## src/inc/isa_master_params.svh

```systemverilog
// Constants for the expansion bus ownership block
// Assumes inclusion by the design file only
`ifndef ISA_MASTER_PARAMS_SVH
`define ISA_MASTER_PARAMS_SVH
`define NUM_CHANNELS 4
`define CH_SEL_W 2
`define ADDR_W 24
`define IO_ADDR_W 10
`define IO_BASE_RESET 10'h300
`define IO_SPAN_BITS 4
`define GAP_MIN_CYCLES 8'h04
`define GAP_MAX_CYCLES 8'h40
`define GAP_STEP 8'h04
`endif

```

## src/inc/isa_master_pkg.sv

```systemverilog
// Types for the expansion bus ownership block
// Assumes the params header is reachable by bare name
package isa_master_pkg;
    typedef enum logic [4:0] {
        ST_IDLE = 5'h01,
        ST_REQ = 5'h02,
        ST_OWN = 5'h04,
        ST_RELEASE = 5'h08,
        ST_GAP = 5'h10
    } own_state_t;
endpackage

```

## src/isa_bus_master_request_grant.sv

```systemverilog
// Bus ownership request and grant logic of the alternate master
// Assumes bus pins arrive asynchronously and the user side is on clk
`timescale 1ns/10ps
`include "isa_master_params.svh"

module isa_bus_master_request_grant
    import isa_master_pkg::*;
#(
    parameter int NUM_CH = `NUM_CHANNELS
) (
    input wire logic clk,
    input wire logic resetn,
    input wire logic [1:0] channel_sel,
    input wire logic xfer_need,
    input wire logic xfer_start,
    input wire logic xfer_write,
    input wire logic [23:0] xfer_addr,
    input wire logic [15:0] xfer_wdata,
    output logic xfer_done,
    output logic [15:0] xfer_rdata,
    output logic bus_owned,
    input wire logic [9:0] io_base,
    output logic io_read_hit,
    output logic io_write_hit,
    output logic [3:0] latched_addr_hi,
    output logic [3:0] dma_request,
    output logic [3:0] dma_request_oe,
    input wire logic [3:0] dma_grant_n,
    input wire logic refresh_n,
    output logic master_n_o,
    output logic master_n_oe,
    input wire logic io_addr_qualifier_n,
    input wire logic addr_latch_strobe,
    input wire logic io_read_strobe_n,
    input wire logic io_write_strobe_n,
    input wire logic channel_ready,
    input wire logic [23:0] addr_i,
    output logic [23:0] addr_o,
    output logic addr_oe,
    input wire logic [15:0] data_i,
    output logic [15:0] data_o,
    output logic data_oe,
    output logic high_byte_enable_n,
    output logic mem_read_n,
    output logic mem_write_n,
    output logic ctrl_oe
);

    // =====================================================
    // Reset release and input synchronisers
    logic [1:0] rst_sync_r;
    logic rst_n;
    always_ff @(posedge clk or negedge resetn) begin
        if (!resetn) rst_sync_r <= 2'h0;
        else rst_sync_r <= {rst_sync_r[0], 1'h1};
    end
    assign rst_n = rst_sync_r[1];

    localparam int SW = 10;
    logic [SW-1:0] s1_r, s2_r;
    always_ff @(posedge clk or negedge rst_n) begin
        if (!rst_n) begin
            s1_r <= 10'h3FF;
            s2_r <= 10'h3FF;
        end else begin
            s1_r <= {dma_grant_n, refresh_n, io_addr_qualifier_n, addr_latch_strobe,
                     io_read_strobe_n, io_write_strobe_n, channel_ready};
            s2_r <= s1_r;
        end
    end
    logic [3:0] grant_n_s;
    logic refresh_n_s, qual_n_s, ale_s, ior_n_s, iow_n_s, ready_s;
    assign {grant_n_s, refresh_n_s, qual_n_s, ale_s, ior_n_s, iow_n_s, ready_s} = s2_r;

    // Address and data pins pass the same two stages as the strobes
    logic [23:0] addr_s1_r, addr_s2_r;
    logic [15:0] data_s1_r, data_s2_r;
    always_ff @(posedge clk or negedge rst_n) begin
        if (!rst_n) begin
            addr_s1_r <= 24'h000000;
            addr_s2_r <= 24'h000000;
            data_s1_r <= 16'h0000;
            data_s2_r <= 16'h0000;
        end else begin
            addr_s1_r <= addr_i;
            addr_s2_r <= addr_s1_r;
            data_s1_r <= data_i;
            data_s2_r <= data_s1_r;
        end
    end

    // =====================================================
    // Upper address latch
    logic [3:0] la_hi_r;
    always_ff @(posedge clk or negedge rst_n) begin
        if (!rst_n) begin
            la_hi_r <= 4'h0;
        end else begin
            if (ale_s) la_hi_r <= addr_s2_r[23:20];
        end
    end
    assign latched_addr_hi = la_hi_r;

    // =====================================================
    // Slave strobe qualification
    logic io_match;
    assign io_match = !qual_n_s && (addr_s2_r[9:`IO_SPAN_BITS] == io_base[9:`IO_SPAN_BITS]);
    logic io_rd_r, io_wr_r;
    always_ff @(posedge clk or negedge rst_n) begin
        if (!rst_n) begin
            io_rd_r <= 1'h0;
            io_wr_r <= 1'h0;
        end else begin
            io_rd_r <= io_match && !ior_n_s && !bus_owned;
            io_wr_r <= io_match && !iow_n_s && !bus_owned;
        end
    end
    assign io_read_hit = io_rd_r;
    assign io_write_hit = io_wr_r;

    // =====================================================
    // Ownership state machine
    own_state_t state_r;
    logic [1:0] ch_r;
    logic [7:0] gap_r, gap_len_r;
    logic cyc_r, done_r;
    logic [15:0] rdata_r;
    logic grant_seen;
    assign grant_seen = !grant_n_s[ch_r] && refresh_n_s;

    always_ff @(posedge clk or negedge rst_n) begin
        if (!rst_n) begin
            state_r <= ST_IDLE;
            ch_r <= 2'h0;
            gap_r <= 8'h00;
            gap_len_r <= `GAP_MIN_CYCLES;
        end else begin
            case (state_r)
                ST_IDLE: begin
                    ch_r <= channel_sel;
                    if (xfer_need) state_r <= ST_REQ;
                end
                ST_REQ: begin
                    if (!xfer_need) state_r <= ST_IDLE;
                    else if (grant_seen) state_r <= ST_OWN;
                end
                ST_OWN: begin
                    if (!xfer_need && !cyc_r) state_r <= ST_RELEASE;
                end
                ST_RELEASE: begin
                    gap_r <= gap_len_r;
                    state_r <= ST_GAP;
                end
                ST_GAP: begin
                    if (gap_r != 8'h00) gap_r <= gap_r - 8'h01;
                    else state_r <= ST_IDLE;
                end
                default: state_r <= ST_IDLE;
            endcase
            // Gap shrinks on each grant down to GAP_MIN_CYCLES and grows up to GAP_MAX_CYCLES when another master holds the line
            if (state_r == ST_REQ && grant_seen && xfer_need) begin
                if (gap_len_r > `GAP_MIN_CYCLES) gap_len_r <= gap_len_r - `GAP_STEP;
            end else if (state_r == ST_IDLE && xfer_need && !grant_n_s[channel_sel]) begin
                if (gap_len_r < `GAP_MAX_CYCLES) gap_len_r <= gap_len_r + `GAP_STEP;
            end
        end
    end

    assign bus_owned = (state_r == ST_OWN);

    // =====================================================
    // Master bus cycles
    logic [23:0] addr_r;
    logic [15:0] wdata_r;
    logic wr_r;
    always_ff @(posedge clk or negedge rst_n) begin
        if (!rst_n) begin
            cyc_r <= 1'h0;
            done_r <= 1'h0;
            rdata_r <= 16'h0000;
            addr_r <= 24'h000000;
            wdata_r <= 16'h0000;
            wr_r <= 1'h0;
        end else begin
            done_r <= 1'h0;
            if (bus_owned && !cyc_r && xfer_start) begin
                cyc_r <= 1'h1;
                addr_r <= xfer_addr;
                wdata_r <= xfer_wdata;
                wr_r <= xfer_write;
            end else if (cyc_r && ready_s) begin
                cyc_r <= 1'h0;
                done_r <= 1'h1;
                if (!wr_r) rdata_r <= data_s2_r;
            end
        end
    end
    assign xfer_done = done_r;
    assign xfer_rdata = rdata_r;

    // =====================================================
    // Pin drive
    always_comb begin
        dma_request = 4'h0;
        dma_request[ch_r] = (state_r == ST_REQ);
    end
    assign dma_request_oe = 4'hF;
    assign master_n_o = 1'h0;
    assign master_n_oe = bus_owned;
    assign addr_o = addr_r;
    assign addr_oe = bus_owned;
    assign ctrl_oe = bus_owned;
    assign data_o = wdata_r;
    assign data_oe = bus_owned && cyc_r && wr_r;
    assign high_byte_enable_n = !(bus_owned && cyc_r);
    assign mem_read_n = !(cyc_r && !wr_r);
    assign mem_write_n = !(cyc_r && wr_r);
endmodule // isa_bus_master_request_grant

```

## config.mk

```make
export PLATFORM = sky130hd
export DESIGN_NAME = isa_bus_master_request_grant
export DESIGN_NICKNAME = d
export VERILOG_FILES = /design/src/inc/isa_master_pkg.sv /design/src/isa_bus_master_request_grant.sv
export VERILOG_INCLUDE_DIRS = /design/src /design/src/inc
export SDC_FILE = /design/constraint.sdc
export NUM_CORES = 1
export LEC_CHECK = 0
export BUFFER_PORTS_ARGS = -buffer_cell sky130_fd_sc_hd__buf_2
export CAP_MARGIN = 0
export CELL_PAD_IN_SITES_DETAIL_PLACEMENT = 1
export CELL_PAD_IN_SITES_GLOBAL_PLACEMENT = 2
export CORE_AREA = 2 2 135 137
export DETAILED_ROUTE_END_ITERATION = 10
export DIE_AREA = 0 0 137 139
export HOLD_SLACK_MARGIN = 0.08
export PLACE_DENSITY_LB_ADDON = 0.1
export SYNTH_ARGS = -nofsm -noshare
export SYNTH_HDL_FRONTEND = slang
export SYNTH_SLANG_ARGS = --single-unit
export TNS_END_PERCENT = 50
```

## constraint.sdc

```tcl
create_clock -name clk -period 6.8 [get_ports clk]
set_input_delay 0 -clock clk [delete_from_list [all_inputs] [get_ports clk]]
set_output_delay 0 -clock clk [all_outputs]
set_load 0.02 [all_outputs]
```

Word-level counts from Yosys, hierarchy flattened
Cells that the tools add are included.
{ "word_totals": {"ff_bits": 190, "latchBits": 0, "mem_bits_rw": 0, "mem_bits_ro": 0, "inputBits": 107, "output_inout_bits": 80, "wordCells": 105, "n_memories": 0} }
{ "op_classes": {"addsub": 3, "mul": 0, "n_div": 0, "order_cmp": 5, "eq_ne": 12, "shift": 0, "mux": 22, "bitwise_logic": 3, "n_reduce_logical": 40} }
{ "ops": {"columns": ["op", "count"], "rows": [
  ["$mux 8", 5],
  ["$mux 5", 5],
  ["$pmux 5 s5", 1],
  ["$logic_and 1x1->1", 19],
  ["$pmux 8 s2", 1],
  ["$logic_not 1->1", 12],
  ["$add 8x3->8 const B", 1],
  ["$gt 8x3->1 const B", 1],
  ["$lt 8x7->1 const B", 1],
  ["$reduce_bool 2->1", 4],
  ["$reduce_bool 8->1", 1],
  ["$sub 8x1->8 const B", 1],
  ["$sub 8x3->8 const B", 1],
  ["$mux 1", 7],
  ["$eq 6x6->1", 1],
  ["$lt 2x3->1 const B", 2],
  ["$ne 2x2->1 const B", 3],
  ["$reduce_and 3->1", 2],
  ["$eq 5x1->1 const B", 1],
  ["$eq 5x2->1 const B", 1],
  ["$eq 5x3->1 const B", 1],
  ["$eq 5x4->1 const B", 1],
  ["$eq 5x5->1 const B", 1],
  ["$and 4x4->4", 1],
  ["other kinds (8)", 11]
]} }

Depth between registers and ports, before layout
{ "logic_depth": {"depth_word": 8, "depth_mapped": 7, "ltp_nobuf": 7} }

Worst setup path after synthesis
Ideal clock, no wire load.
{ "synth_path": {"path_kind": "register to register", "start": "register ch_r[0]", "end": "register gap_len_r[5]", "arrival_ns": 1.939, "t_required_ns": 6.677, "setup_slack_ns": 4.738, "path_stages_with_launch": 7, "n_path_buf": 1, "synth_period_minus_slack_ns": 2.062, "cell_sequence": "dfrtp_1 -> mux4_2 -> or4_1 -> buf_2 -> nor4_1 -> o21ai_1 -> xnor2_1"} }
{ "synth_between": {"elab_chain_len": 8, "elab_cells_between_ends": 11, "cone_classes": "eq/ne (1); mux (3); reduce/logical (7)"} }
{ "synth_lines": {"columns": ["item", "line_no", "rtl"], "rows": [
  ["start, declared", "isa_bus_master_request_grant.sv:124", "logic [1:0] ch_r;"],
  ["start signal, assigned", "isa_bus_master_request_grant.sv:140", "ch_r <= channel_sel;"],
  ["$bmux 1 s2 *", "isa_bus_master_request_grant.sv:129", "assign grant_seen = !grant_n_s[ch_r] && refresh_n_s;"],
  ["$mux 1 (not written as such) *", "isa_bus_master_request_grant.sv:129", null],
  ["$logic_not 1->1 *", "isa_bus_master_request_grant.sv:129", null],
  ["$logic_and 1x1->1 *", "isa_bus_master_request_grant.sv:129", null],
  ["$logic_and 1x1->1 * (2 in a row)", "isa_bus_master_request_grant.sv:161", "if (state_r == ST_REQ && grant_seen && xfer_need) begin"],
  ["$ne 2x1->1 (no source line) or $reduce_bool 2->1 (tied branches)", null, null],
  ["$reduce_and 3->1 (no source line)", null, null],
  ["end signal, assigned", "isa_bus_master_request_grant.sv:136", "gap_len_r <= `GAP_MIN_CYCLES;"],
  ["end signal, assigned", "isa_bus_master_request_grant.sv:162", "if (gap_len_r > `GAP_MIN_CYCLES) gap_len_r <= gap_len_r - `GAP_STEP;"],
  ["end signal, assigned", "isa_bus_master_request_grant.sv:164", "if (gap_len_r < `GAP_MAX_CYCLES) gap_len_r <= gap_len_r + `GAP_STEP;"],
  ["end, declared", "isa_bus_master_request_grant.sv:125", "logic [7:0] gap_r, gap_len_r;"]
]} }
Every way passes the cells marked *; elsewhere a longest branch is shown, timed or not. The select of a mux whose other input is x is not followed.
A chain may end at the register's enable or synchronous reset.

Worst setup path after layout
{ "layout_path": {"start": "register state_r[1]", "end": "register addr_r[3], in the netlist addr_o[3]"} }
{ "layout_between": {"elab_chain_len": 3} }
{ "layout_lines": {"columns": ["item", "line_no", "rtl"], "rows": [
  ["start, declared", "isa_bus_master_request_grant.sv:123", "own_state_t state_r;"],
  ["start signal, assigned", "isa_bus_master_request_grant.sv:133", "state_r <= ST_IDLE;"],
  ["start signal, assigned", "isa_bus_master_request_grant.sv:141", "if (xfer_need) state_r <= ST_REQ;"],
  ["start signal, assigned", "isa_bus_master_request_grant.sv:144", "if (!xfer_need) state_r <= ST_IDLE;"],
  ["$eq 5x3->1", "isa_bus_master_request_grant.sv:169", "assign bus_owned = (state_r == ST_OWN);"],
  ["$logic_and 1x1->1 (2 in a row)", "isa_bus_master_request_grant.sv:186", "if (bus_owned && !cyc_r && xfer_start) begin"],
  ["end signal, assigned", "isa_bus_master_request_grant.sv:188", "addr_r <= xfer_addr;"],
  ["end, declared", "isa_bus_master_request_grant.sv:173", "logic [23:0] addr_r;"]
]} }
No other way between the ends.

==> flow_results.xml <==
<?xml version="1.0" encoding="UTF-8"?>
<metrics>
  <group name="outcome">
    <metric name="status" unit="">completed</metric>
  </group>
  <group name="timing">
    <metric name="max_freq" unit="MHz">361</metric>
    <metric name="setup_ws" unit="ns">4.03</metric>
    <metric name="timing.setup.tns" unit="ns">0</metric>
    <metric name="clock-skew-final" unit="ns">0.00975</metric>
    <metric name="hold_viol" unit="">0</metric>
    <metric name="final_min_period_over_clock_period" unit="%">40.7</metric>
    <metric name="timing_worst_slew_pin_value" unit="ns">1.09</metric>
    <metric name="finalWorstPathRequiredPeriod" unit="ns">2.77</metric>
    <metric name="timing.final.setup_violations" unit="">0</metric>
    <metric name="grt_setup_unrepaired" unit="">false</metric>
    <metric name="finalMaxSlewViolations" unit="">0</metric>
    <metric name="slew-limit-headroom" unit="%">27.3</metric>
  </group>
  <group name="synthesis">
    <metric name="synth_warnings" unit="">0</metric>
    <metric name="synth.ff_latch_count" unit="">160</metric>
    <metric name="ys_dominant_reg_cell" unit="">dfrtp_1</metric>
    <metric name="synthesis.area_per_instance" unit="sq um">15.0</metric>
    <metric name="synth_async_sr_flop_share" unit="%">100</metric>
    <metric name="post_synth_design_cell_area" unit="sq mm">0.00575</metric>
    <metric name="syn-instance-count" unit="">383</metric>
    <metric name="synth_cell_types" unit="">46</metric>
    <metric name="seq_area_frac_synth" unit="%">70.2</metric>
    <metric name="edff_count_synth" unit="">0</metric>
  </group>
  <group name="drt">
    <metric name="vias" unit="">3955</metric>
    <metric name="wl_met3" unit="um">881</metric>
    <metric name="total_drc_errors_in_the_routed_layout" unit="">0</metric>
    <metric name="initialDrtViolationCount" unit="">100</metric>
    <metric name="dr_pass1_iterations" unit="">4</metric>
    <metric name="maxUsedRoutingLayer" unit="">met4</metric>
    <metric name="antenna_violating_nets_post_route" unit="">0</metric>
    <metric name="route.met2.wl" unit="um">7510</metric>
    <metric name="wl_per_cell" unit="um">15.7</metric>
    <metric name="route.detailed.vias_per_inst" unit="">4.49</metric>
    <metric name="drt-total-wl" unit="um">13900</metric>
    <metric name="met1Wirelength" unit="um">5240</metric>
  </group>
  <group name="clock_network">
    <metric name="cts_setup_buffers" unit="">0</metric>
    <metric name="cts_htree_levels" unit="">4</metric>
    <metric name="clk_path_buf_depth" unit="">2</metric>
    <metric name="tritoncts" unit="">built</metric>
    <metric name="numCtsBuffers" unit="">17</metric>
    <metric name="cts.sink_count" unit="">160</metric>
    <metric name="insertion_delay" unit="ns">0.43</metric>
    <metric name="path_clk_slew" unit="ns">0.07</metric>
    <metric name="cts-hold-fix-buffers" unit="">85</metric>
    <metric name="postCtsResizedCells" unit="">0</metric>
    <metric name="root_buffer" unit="">clkbuf_16</metric>
  </group>
  <group name="power">
    <metric name="ir_drop" unit="V">0.000214</metric>
    <metric name="cellLeakagePower" unit="nW">3.98</metric>
    <metric name="overall_power_consumption" unit="W">0.00314</metric>
    <metric name="powerDensity" unit="mW/mm^2">381</metric>
  </group>
  <group name="placement">
    <metric name="post-dp-hpwl" unit="um">9130</metric>
    <metric name="placement.cell_area" unit="sq mm">0.00679</metric>
    <metric name="gp_routability_congestion" unit="">0.710</metric>
    <metric name="io_buffer_count" unit="">163</metric>
    <metric name="placement.setup.worst_slack" unit="ns">3.96</metric>
  </group>
  <group name="grt">
    <metric name="maximum_number_of_pins_on_one_net_before_global_route_repair" unit="">87</metric>
    <metric name="number_of_antenna_violations_at_the_first_check_in_global_routing" unit="">0</metric>
    <metric name="grt_pass1_vias" unit="">4421</metric>
    <metric name="grt.total_usage" unit="%">15.6</metric>
    <metric name="global_route.overflow_total" unit="">0</metric>
    <metric name="grt_pass1_wl" unit="um">22600</metric>
  </group>
  <group name="setup_path">
    <metric name="cp_max_fo" unit="">42</metric>
    <metric name="end_kind" unit="">register</metric>
    <metric name="cp-startpoint" unit="">state_r[1]</metric>
    <metric name="worst_ep_required_time" unit="ns">7.10</metric>
    <metric name="crit_type" unit="">register to register</metric>
    <metric name="worstReg2RegEnd" unit="">addr_o[3]</metric>
    <metric name="r2r_cells" unit="">5</metric>
    <metric name="start_kind" unit="">register</metric>
    <metric name="ff2ff_setup_slack" unit="ns">4.03</metric>
    <metric name="critical_path_arrival" unit="ns">3.07</metric>
    <metric name="worst_r2r_start" unit="">state_r[1]</metric>
  </group>
  <group name="layout">
    <metric name="synthToLayoutAreaGrowth" unit="%">43.3</metric>
    <metric name="fin_nets" unit="">751</metric>
    <metric name="fillCellCount" unit="">1853</metric>
    <metric name="layout.cell_area.non_filler" unit="sq mm">0.00823</metric>
    <metric name="drive_gt1_share" unit="%">44.3</metric>
    <metric name="multiInputGateArea" unit="sq mm">0.00160</metric>
    <metric name="final_core_utilization" unit="%">46.6</metric>
    <metric name="n_diodes" unit="">0</metric>
    <metric name="seq_area" unit="sq mm">0.00404</metric>
  </group>
  <group name="floorplanning">
    <metric name="fp.dieArea" unit="sq mm">0.0190</metric>
    <metric name="die-height" unit="um">139</metric>
    <metric name="die_w" unit="um">137</metric>
    <metric name="initial_core_util" unit="%">32.5</metric>
    <metric name="design.portCount" unit="">187</metric>
    <metric name="core" unit="sq mm">0.0177</metric>
    <metric name="std_cell_rows" unit="">49</metric>
  </group>
  <group name="min_path">
    <metric name="hold_path_depth" unit="">2</metric>
    <metric name="worst_hold_path_type" unit="">primary input to register</metric>
    <metric name="min_from" unit="">data_i[15]</metric>
    <metric name="worstHoldEndpoint" unit="">data_s1_r[15]</metric>
  </group>
  <group name="run">
    <metric name="cap_violations" unit="">0</metric>
  </group>
</metrics>
[where the power goes]
group / switching [W] / internal [W]
Clock: 0.000443 / 0.000494
Sequential: 0.000154 / 0.00119
Combinational: 0.000477 / 0.000380
[layout by cell type (no fill, tap or decap), types with 6 or more instances in the layout]
cell	instances
nor2_1	17
xor2_1	6
conb_1	6
dlygate4sd3_1	85
inv_1	9
xnor2_1	6
buf_2	163
dfrtp_1	137
o21ai_0	12
dfstp_2	22
nand3_1	7
clkbuf_16	17
nand2_1	12
mux2_2	59
nor3_1	7
[metal layers]
layer	GRT usage, %	vias to the layer above
met5	0	-
met4	4.99	0
met3	6.76	11
met2	27.7	88
met1	16.5	2031
li1	-	1825
[metrics by stage]
| stage | hold slack, ns | cells |
|---|---|---|
| 5_1_grt | 0.194 | 881 |
| 3_3_place_gp | -0.214 | 764 |
| 6_report | 0.213 | 881 |
| 4_1_cts | 0.181 | 881 |
| 2_1_floorplan | -0.296 | 387 |
| 3_5_place_dp | -0.214 | 764 |
[flip-flops by register name, indices dropped and copies added, names as in the netlist, 2 cells and up]
name	cells
gap_r	8
gap_len_r	6
s1_r	10
state_r	5
rst_sync_r	2
xfer_rdata	16
data_s2_r	16
latched_addr_hi	4
addr_s2_r	10
addr_s1_r	10
ch_r	2
data_s1_r	16
s2_r	10
data_o	16
addr_o	24
[area by class of cell]
class                           count  share of cell area (%)
Timing Repair Buffer              250                    20.4
Inverter                           10                   0.456
Tap cell                          229                    3.48
Multi-Input combinational cell    200                    19.5
Clock buffer                       17                    5.17
Sequential cell                   160                    49.0
Clock inverter                     15                    2.01
[synthesized netlist by cell type, drive strengths merged, types with 5 or more instances]
cell type	instances	share of area [%]
dfrtp	138	60
mux2	64	13
dfstp	22	10
nor2	17	1.1
o21ai	17	1.7
nand2	12	0.78
inv	10	0.65
buf	9	1.1
clkbuf	8	0.52
nand3	8	0.70
nor3	7	0.61
xnor2	6	0.91
xor2	6	0.91
a22o	5	0.76
ha	5	1.1
nor4	5	0.65
[how the worst max path moves through the flow]
stage	endpoint	slack [ns]	cells after the start
after floorplan	addr_o[0]	2.05	0
after global placement	data_o[2]	4.08	5
after detailed placement	addr_o[3]	3.96	5
after CTS	addr_o[3]	3.95	5
after global routing	addr_o[3]	3.75	5
final	addr_o[3]	4.03	5
[kinds of logic (layout without fill, tap and decap cells)]
logic type | after synthesis | count (layout) | synth area share (%)
AO/OA/AOI/OAI | 36 | 36 | 4.25
XOR/XNOR | 12 | 12 | 1.83
adder cells (fa/ha/maj) | 5 | 5 | 1.09
buffers and inverters | 27 | 292 | 2.31
flip-flops | 160 | 160 | 70.2
multiplexers | 66 | 66 | 13.3
other | 2 | 6 | 0.131
AND/OR/NAND/NOR | 75 | 75 | 6.92
[critical path: stages (launching register included)]
cell     delay [ns]
dfrtp_1        0.43
nor3_1         0.21
nand3_1        0.28
inv_2          0.23
nand3_2        0.82
mux2_1         0.65
Note: power is estimated with default switching activity, not from simulation.
